===== src/shared/sarpr_pkg.sv =====
// constants for the sar converter conversion control and parallel readout
// assumes a single 125 MHz clock (mclk) for all digital logic
package sarpr_pkg;
  localparam int unsigned CLK_PERIOD_NS = 8;
  localparam int unsigned DATA_W = 16;
  // conversion time, longest allowed
  localparam int unsigned CONV_TIME_NS = 400;
  localparam int unsigned CONV_CYCLES = CONV_TIME_NS / CLK_PERIOD_NS;
  localparam int unsigned CNT_W = 6;
  localparam logic [CNT_W-1:0] CONV_LAST = CNT_W'(CONV_CYCLES - 1);
  localparam logic [CNT_W-1:0] CNT_RESET = 6'h00;
  localparam logic [DATA_W-1:0] RESULT_RESET = 16'h0000;
  localparam logic [7:0] FILL_ONES = 8'hff;
  typedef enum logic [1:0] {SARPR_SAMPLE, SARPR_CONVERT, SARPR_DRAIN} sarpr_state_t;
endpackage


===== src/hw/sarpr_adc.sv =====
// conversion control and parallel readout of a 16-bit sar converter
// assumes host pins arrive asynchronous to mclk; comparator bit arrives on mclk
`timescale 1ns/1ns
`default_nettype none
// Behaviour
// - reset low aborts conversion, clears result latch
// - reset acts regardless of chip select
// - select and read low drive latest result
// - conversion timed by internal clock only
// - conversion completes within 400 ns
// - input sampled and held at conversion start
// - busy high from start until the result enters the two-entry buffer
// - data bus tristate unless select and read low
// - byte select folds low byte, ones below
module sarpr_adc
  import sarpr_pkg::*;
(
  // clock and reset
  input wire logic mclk,
  input wire logic reset,
  // host pins, active low except byte_select
  input wire logic reset_n,
  input wire logic chip_select_n,
  input wire logic read_n,
  input wire logic convert_start_n,
  input wire logic byte_select,
  // analog front end
  output logic sample_hold,
  output logic [DATA_W-1:0] dac_trial,
  input wire logic comparator_high,
  // parallel result bus
  output logic [DATA_W-1:0] parallel_result_bus_out,
  output logic parallel_result_bus_oe,
  output logic busy
);
  // ****************************************
  // pin synchronisers
  // ****************************************
  logic [2:0] rst_sync_reg, rst_sync_next;
  logic [2:0] cs_sync_reg, cs_sync_next;
  logic [2:0] rd_sync_reg, rd_sync_next;
  logic [2:0] cv_sync_reg, cv_sync_next;
  logic [2:0] by_sync_reg, by_sync_next;
  logic rst_n_reg, rst_n_next;
  logic cs_n_reg, cs_n_next;
  logic rd_n_reg, rd_n_next;
  logic cv_n_reg, cv_n_next;
  logic by_reg, by_next;

  // change accepted only when stages two and three agree
  function automatic logic filt(input logic [2:0] s, input logic cur);
    filt = (s[1] == s[2]) ? s[2] : cur;
  endfunction

  always_comb
  begin
    rst_sync_next = {rst_sync_reg[1:0], reset_n};
    cs_sync_next = {cs_sync_reg[1:0], chip_select_n};
    rd_sync_next = {rd_sync_reg[1:0], read_n};
    cv_sync_next = {cv_sync_reg[1:0], convert_start_n};
    by_sync_next = {by_sync_reg[1:0], byte_select};
    rst_n_next = filt(rst_sync_reg, rst_n_reg);
    cs_n_next = filt(cs_sync_reg, cs_n_reg);
    rd_n_next = filt(rd_sync_reg, rd_n_reg);
    cv_n_next = filt(cv_sync_reg, cv_n_reg);
    by_next = filt(by_sync_reg, by_reg);
  end

  always_ff @(posedge mclk)
  begin
    if (reset)
    begin
      rst_sync_reg <= 3'h7;
      cs_sync_reg <= 3'h7;
      rd_sync_reg <= 3'h7;
      cv_sync_reg <= 3'h7;
      by_sync_reg <= 3'h0;
      rst_n_reg <= 1'b1;
      cs_n_reg <= 1'b1;
      rd_n_reg <= 1'b1;
      cv_n_reg <= 1'b1;
      by_reg <= 1'b0;
    end
    else
    begin
      rst_sync_reg <= rst_sync_next;
      cs_sync_reg <= cs_sync_next;
      rd_sync_reg <= rd_sync_next;
      cv_sync_reg <= cv_sync_next;
      by_sync_reg <= by_sync_next;
      rst_n_reg <= rst_n_next;
      cs_n_reg <= cs_n_next;
      rd_n_reg <= rd_n_next;
      cv_n_reg <= cv_n_next;
      by_reg <= by_next;
    end
  end

  logic cv_fall;
  logic abort;
  assign abort = reset || !rst_n_reg;
  assign cv_fall = cv_n_reg && !cv_n_next && !cs_n_reg;

  // ****************************************
  // conversion sequencer
  // ****************************************
  sarpr_state_t state_reg, state_next;
  logic [CNT_W-1:0] cnt_reg, cnt_next;
  logic [DATA_W-1:0] sar_reg, sar_next;
  logic [DATA_W-1:0] bit_reg, bit_next;
  logic [4:0] step_reg, step_next;
  logic done;
  // two-entry buffer between sequencer and output latch
  logic [DATA_W-1:0] buf_data_reg [2];
  logic [DATA_W-1:0] buf_data_next [2];
  logic [1:0] buf_cnt_reg, buf_cnt_next;
  logic buf_in_ready, buf_out_valid, buf_out_ready;
  logic [DATA_W-1:0] result_reg, result_next;
  logic reading;

  assign buf_in_ready = (buf_cnt_reg != 2'h2);
  assign buf_out_valid = (buf_cnt_reg != 2'h0);
  // latch may not change under an active read
  assign buf_out_ready = !reading;
  assign done = (state_reg == SARPR_CONVERT) && (cnt_reg == CONV_LAST);

  always_comb
  begin
    state_next = state_reg;
    cnt_next = cnt_reg;
    sar_next = sar_reg;
    bit_next = bit_reg;
    step_next = step_reg;
    case (state_reg)
      SARPR_SAMPLE:
        if (cv_fall && buf_in_ready)
        begin
          state_next = SARPR_CONVERT;
          cnt_next = CNT_RESET;
          sar_next = {1'b1, 15'h0000};
          bit_next = {1'b1, 15'h0000};
          step_next = 5'h00;
        end
      SARPR_CONVERT:
      begin
        // one trial per mclk step, internal clock only
        cnt_next = cnt_reg + 6'h01;
        if (step_reg < 5'h10)
        begin
          // sar trial: keep bit if input above trial
          if (!comparator_high)
            sar_next = sar_reg & ~bit_reg;
          if (bit_reg > 16'h0001)
            sar_next = (comparator_high ? sar_reg : sar_reg & ~bit_reg) | (bit_reg >> 1);
          bit_next = bit_reg >> 1;
          step_next = step_reg + 5'h01;
        end
        if (done)
          state_next = buf_in_ready ? SARPR_SAMPLE : SARPR_DRAIN;
      end
      SARPR_DRAIN:
        if (buf_in_ready)
          state_next = SARPR_SAMPLE;
      default:
        state_next = SARPR_SAMPLE;
    endcase
    // clearing the datapath too keeps dac_trial defined after reset
    if (abort)
    begin
      state_next = SARPR_SAMPLE;
      cnt_next = CNT_RESET;
      sar_next = RESULT_RESET;
      bit_next = RESULT_RESET;
      step_next = 5'h00;
    end
  end

  always_comb
  begin
    buf_data_next = buf_data_reg;
    buf_cnt_next = buf_cnt_reg;
    result_next = result_reg;
    if (buf_out_valid && buf_out_ready)
    begin
      result_next = buf_data_reg[0];
      buf_data_next[0] = buf_data_reg[1];
      buf_cnt_next = buf_cnt_reg - 2'h1;
    end
    if ((done || state_reg == SARPR_DRAIN) && buf_in_ready)
    begin
      buf_data_next[buf_cnt_next[0]] = sar_reg;
      buf_cnt_next = buf_cnt_next + 2'h1;
    end
    if (abort)
    begin
      buf_cnt_next = 2'h0;
      result_next = RESULT_RESET;
    end
  end

  always_ff @(posedge mclk)
  begin
    state_reg <= state_next;
    cnt_reg <= cnt_next;
    sar_reg <= sar_next;
    bit_reg <= bit_next;
    step_reg <= step_next;
    buf_data_reg <= buf_data_next;
    buf_cnt_reg <= buf_cnt_next;
    result_reg <= result_next;
  end

  // ****************************************
  // outputs
  // ****************************************
  logic [DATA_W-1:0] bus_reg, bus_next;
  logic oe_reg, oe_next;
  assign reading = !cs_n_reg && !rd_n_reg;

  always_comb
  begin
    oe_next = reading && !abort;
    bus_next = by_reg ? {result_reg[7:0], FILL_ONES} : result_reg;
  end

  always_ff @(posedge mclk)
  begin
    if (reset)
    begin
      bus_reg <= RESULT_RESET;
      oe_reg <= 1'b0;
    end
    else
    begin
      bus_reg <= bus_next;
      oe_reg <= oe_next;
    end
  end

  assign parallel_result_bus_out = bus_reg;
  assign parallel_result_bus_oe = oe_reg;
  assign busy = (state_reg != SARPR_SAMPLE);
  assign sample_hold = busy;
  assign dac_trial = sar_reg;
endmodule
`default_nettype wire


===== config.mk =====
export PLATFORM = sky130hd
export DESIGN_NAME = sarpr_adc
export DESIGN_NICKNAME = d
export VERILOG_FILES = /design/src/shared/sarpr_pkg.sv /design/src/hw/sarpr_adc.sv
export SDC_FILE = /design/constraint.sdc
export NUM_CORES = 1
export LEC_CHECK = 0
export ABC_CLOCK_PERIOD_IN_PS = 2400
export BUFFER_PORTS_ARGS = -buffer_cell sky130_fd_sc_hd__buf_2
export CAP_MARGIN = 0
export CORE_MARGIN = 5
export CORE_UTILIZATION = 53
export CTS_CLUSTER_DIAMETER = 120
export DETAILED_ROUTE_END_ITERATION = 7
export HOLD_SLACK_MARGIN = 0.02
export PLACE_DENSITY = 0.75
export SYNTH_ARGS = -nofsm -noshare
export SYNTH_HDL_FRONTEND = slang
export SYNTH_SLANG_ARGS = --single-unit

===== constraint.sdc =====
create_clock -name mclk -period 2.4 [get_ports mclk]
set_input_delay 0 -clock mclk [delete_from_list [all_inputs] [get_ports mclk]]
set_output_delay 0 -clock mclk [all_outputs]
set_load 0.03 [all_outputs]

### Yosys cells after proc, flatten, opt, wreduce, memory -nomap -nowiden

Cells that the tools add are included.

| word-level totals | value |
|---|---|
| output and inout port bits | 35 |
| bits of input ports | 8 |
| register bits | 132 |

| operators by class | value |
|---|---|
| magnitude comparators | 4 |
| $add $sub $neg | 4 |
| reduce and logical (&&, ||, !) cells | 24 |
| bitwise gates (word level) | 4 |
| mux-type cells | 26 |
| equality and inequality tests | 13 |

Operators with widths:

| operator | count |
|---|---|
| 16-bit 2-to-1 mux | 8 |
| 16-bit case mux with 2 select lines | 2 |
| 32-bit bitwise mux | 1 |
| 32-bit 2-to-1 mux | 1 |
| 16-bit bitwise AND | 1 |
| 16-bit demux with 1-bit select | 1 |
| 16-bit by 1-bit greater-than comparator with 1-bit output, second input constant | 1 |
| 16-bit inverter | 1 |
| 16-bit by 15-bit OR with 16-bit output | 1 |
| 2-bit 2-to-1 mux | 6 |
| 6-bit case mux with 2 select lines | 1 |
| 5-bit 2-to-1 mux | 2 |
| 5-bit case mux with 2 select lines | 1 |
| 1-bit logical AND | 9 |
| 2-bit != test, second input constant | 4 |
| 6-bit by 1-bit adder with 6-bit output, second input constant | 1 |
| 6-bit equality test, second input constant | 1 |
| 1-bit logical NOT | 6 |
| 6-bit 2-to-1 mux | 1 |
| 2-bit case mux with 3 select lines | 1 |
| 3-bit AND reduction | 2 |
| 2-bit nonzero test | 3 |
| 5-bit by 1-bit adder with 5-bit output, second input constant | 1 |
| 1-bit equality test | 5 |
| 13 further kinds | 14 |

### Logic depth before layout (Yosys ltp)

| depth | value |
|---|---|
| depth after elaboration | 12 |
| depth in mapped cells | 9 |
| mapped depth without buffers | 6 |

### Least setup slack after synthesis

No wires, ideal clock.

| timing | value |
|---|---|
| path type | register to register |
| start | register buf_cnt_reg[0] |
| end | register with a tool-made name |
| clock period less this slack | 2449 ps |
| path buffers | 2 |
| slack | -49 ps |
| stages on the path, launching flop included | 8 |
| arrival | 2075 ps |
| cell sequence | dfxtp_1 > inv_1 > ha_1 > o21bai_1 > buf_4 > xnor2_2 > clkbuf_1 > ha_1 |

RTL lines:

| what | line | text |
|---|---|---|
| from (decl) | sarpr_adc.sv:116 | `logic [1:0] buf_cnt_reg, buf_cnt_next;` |
| from (signal assigned) | sarpr_adc.sv:209 | `buf_cnt_reg <= buf_cnt_next;` |

==> results.py <==
metrics = {
    "run_status": {
        "outcome": "complete, no violations",
    },
    "clock_network": {
        "clock_latency_ns": 0.52,
        "clock_sinks": 132,
        "cts_tree": "done",
        "htreeDepth": 4,
        "clkTransAtPathRegs_ns": 0.06,
        "clockBufferDepth": 2,
        "cts-buffers-inserted": 17,
        "cts-root-buf": "clkbuf_8",
    },
    "setup_path": {
        "crit_required_ns": 2.60,
        "critPathKind": "flop to flop",
        "critical_path.max_fanout": 16,
        "ff2ff_path_depth": 5,
        "startpoint": "buf_cnt_reg[0]",
        "crit_arrival_ns": 2.42,
        "cp-start-kind": "flop",
        "rrSetupSlack_ns": 0.18,
        "r2r-start": "buf_cnt_reg[0]",
        "crit_path_end_kind": "flop",
    },
    "synth": {
        "synth-edff-count": 16,
        "synth_flop_cell": "dfxtp_1",
        "synth.cell_area_um2": 4941,
        "ys_warn_count": 0,
        "async_reset_ff_share_pct": 0,
        "post_synth.cell_area_avg_um2": 9.358,
        "synth_seq_area_share_pct": 56.72,
        "netlist_instances": 528,
        "ys_types": 46,
        "synth_fp_nets": 542,
        "synth_seq_cells": 132,
    },
    "job": {
        "maxCapViolCount": 0,
    },
    "drt": {
        "totalWireLength_mm": 10.14,
        "drc": 0,
        "vias": 3873,
        "wl_per_cell_um": 14.53,
        "drt_iter0_markers": 283,
        "vias_per_cell": 5.549,
        "first_pass_iters": 7,
        "drtAntennaViolNets": 0,
    },
    "die": {
        "die_area_um2": 11350,
        "initial_utilization_pct": 53.98,
        "row_count": 35,
        "die_h_um": 106.6,
        "coreArea_um2": 9153,
        "io-pin-count": 43,
        "die_w_um": 106.6,
    },
    "pwr": {
        "p_leak_nw": 2.245,
        "vdd_drop_max_uv": 489.9,
        "p_per_area_nw_per_um2": 856.4,
    },
    "layout": {
        "fillers": 687,
        "nNetsFinal": 588,
        "drive_above_1_share_pct": 19.42,
        "syn_to_final_growth_pct": 21.04,
        "n_antenna_cell": 0,
        "stdcell_count": 698,
    },
    "timing": {
        "drv_slew": 0,
        "max_slew_margin_pct": 50.07,
        "finClkSkew_ns": 0.008744,
        "min_period_over_period_pct": 92.38,
        "hold_viol": 0,
        "worst_slew_pin_slew_ns": 0.7475,
        "finalCriticalPeriod_ns": 2.217,
        "final-setup-viol-count": 0,
        "fmax_ghz": 0.4511,
        "grt_setup_unrepaired": "no",
        "tns_ns": 0,
    },
    "hold_path": {
        "hp-class": "input pin to flop",
    },
    "placed_design": {
        "dp.cells": 658,
        "post-dp-hpwl_mm": 6.775,
        "port_buffers": 42,
        "gp_congestion": 0.8429,
    },
    "global_route": {
        "first_global_vias": 3672,
        "grt_max_degree": 37,
        "track_usage_pct": 19.20,
        "gr-total-overflow": 0,
        "antenna_found_initial": 0,
        "grt_first_pass_wirelength_mm": 17.40,
    },
}
synth_stat cells, types with 2 or more instances:
master | instances | share of area [%]
edfxtp_1 | 16 | 9.7
buf_2 | 7 | 0.71
nand3_1 | 9 | 0.91
mux2i_1 | 9 | 1.8
buf_1 | 3 | 0.23
o21bai_1 | 5 | 0.76
a21oi_1 | 60 | 6.1
clkbuf_1 | 22 | 1.7
a32o_1 | 7 | 1.4
buf_6 | 2 | 0.46
nor4_1 | 19 | 2.4
ha_1 | 6 | 1.5
a22oi_1 | 3 | 0.46
nor2_1 | 43 | 3.3
inv_1 | 7 | 0.53
a211oi_1 | 3 | 0.46
nand2b_1 | 4 | 0.51
o31a_1 | 2 | 0.35
a31oi_1 | 21 | 2.7
buf_4 | 2 | 0.30
nand2_1 | 99 | 7.5
or3_1 | 3 | 0.38
nor3_1 | 5 | 0.51
nor2b_1 | 5 | 0.63
or2_2 | 15 | 1.9
o21ai_0 | 16 | 1.6
dfxtp_1 | 116 | 47
report_power, final:
group / switching, mW / leakage, nW / total [mW] / internal (mW)
logic: 0.0368 / 0.867 / 0.0628 / 0.0260
clock network: 0.942 / 0.326 / 2.81 / 1.87
registers: 0.00527 / 1.05 / 2.24 / 2.24
layout make-up:
class,instances,area (um^2),share of cell area (%)
sequential,132,2803,46.86
multi-input combinational,351,1954,32.68
clock buffer,22,495.5,8.285
timing repair buffer,64,395.4,6.611
clock inverter,10,163.9,2.741
tap,111,138.9,2.322
inverter,8,30.03,0.5021
per-layer routing:
layer	routed length, um	GRT usage, %	share of wire [%]	vias up
met5	0	0	0	-
met4	95	7.215	0.94	0
met3	602	4.979	5.9	10
met2	5042	31.72	50	113
met1	4399	24.22	43	1803
li1	-	-	-	1947
cell families after synthesis:
family                   count (synthesis)  share of synthesized area, %
flip-flops                             132                         56.72
XOR/XNOR                                 1                        0.3293
AO/OA/AOI/OAI                          123                         15.19
multiplexers                             9                         1.823
buffers and inverters                   45                         4.279
AND/OR/NAND/NOR                        212                         20.13
adder cells (fa/ha/maj)                  6                         1.519
what timing repair did:
| action | 4_1_cts | 5_1_grt |
|---|---|---|
| endpoints found under the setup margin | 0 | 9 |
| hold buffers | 8 | 0 |
| gates resized for setup | 0 | 1 |
| endpoints found under the hold margin | 33 | 0 |
| setup buffers | 0 | 0 |
worst min path at each step:
stage | start | to | slack (ns) | cells after the start
after global routing | reset_n | rst_sync_reg[0] | 0.21 | 3
after floorplan | chip_select_n | cs_sync_reg[0] | 0.10 | 1
after detailed placement | reset_n | rst_sync_reg[0] | 0.19 | 2
after CTS | reset_n | rst_sync_reg[0] | 0.19 | 3
after global placement | reset_n | rst_sync_reg[0] | 0.18 | 2
final | read_n | rd_sync_reg[0] | 0.20 | 3
worst max-delay path, cell delays in order (launching register included):
cell	delay (ns)
dfxtp_1	0.40
inv_1	0.11
ha_1	0.26
or4b_1	0.49
o22ai_1	0.32
ha_4	0.33
metrics by stage:
step	hold slack, ns	total power, mW	area [um^2]	setup WS (ns)	utilization (%)
2_1_floorplan	0.1038	2.326	4943	0.1088	-
3_3_place_gp	0.1823	2.343	5231	0.2333	57.16
3_5_place_dp	0.1867	2.344	5231	0.1579	57.16
4_1_cts	0.1874	5.148	5971	0.1193	65.24
5_1_grt	0.2076	5.278	5981	0.03713	65.35
6_report	0.2023	5.122	5981	0.1830	65.35
cells in the final DEF (no fill, tap or decap), drive strengths merged, types with 7 or more instances in the layout:
master | netlist | layout
a21oi | 60 | 60
a31oi | 21 | 21
a32o | 7 | 7
buf | 15 | 56
clkbuf | 22 | 22
dfxtp | 116 | 116
dlygate4sd3 | 0 | 8
edfxtp | 16 | 16
inv | 7 | 9
mux2i | 9 | 9
nand2 | 99 | 99
nand3 | 9 | 9
nor2 | 43 | 43
nor4 | 19 | 19
o21ai | 16 | 16
or2 | 15 | 15
Note: power is estimated with default switching activity, not from simulation.
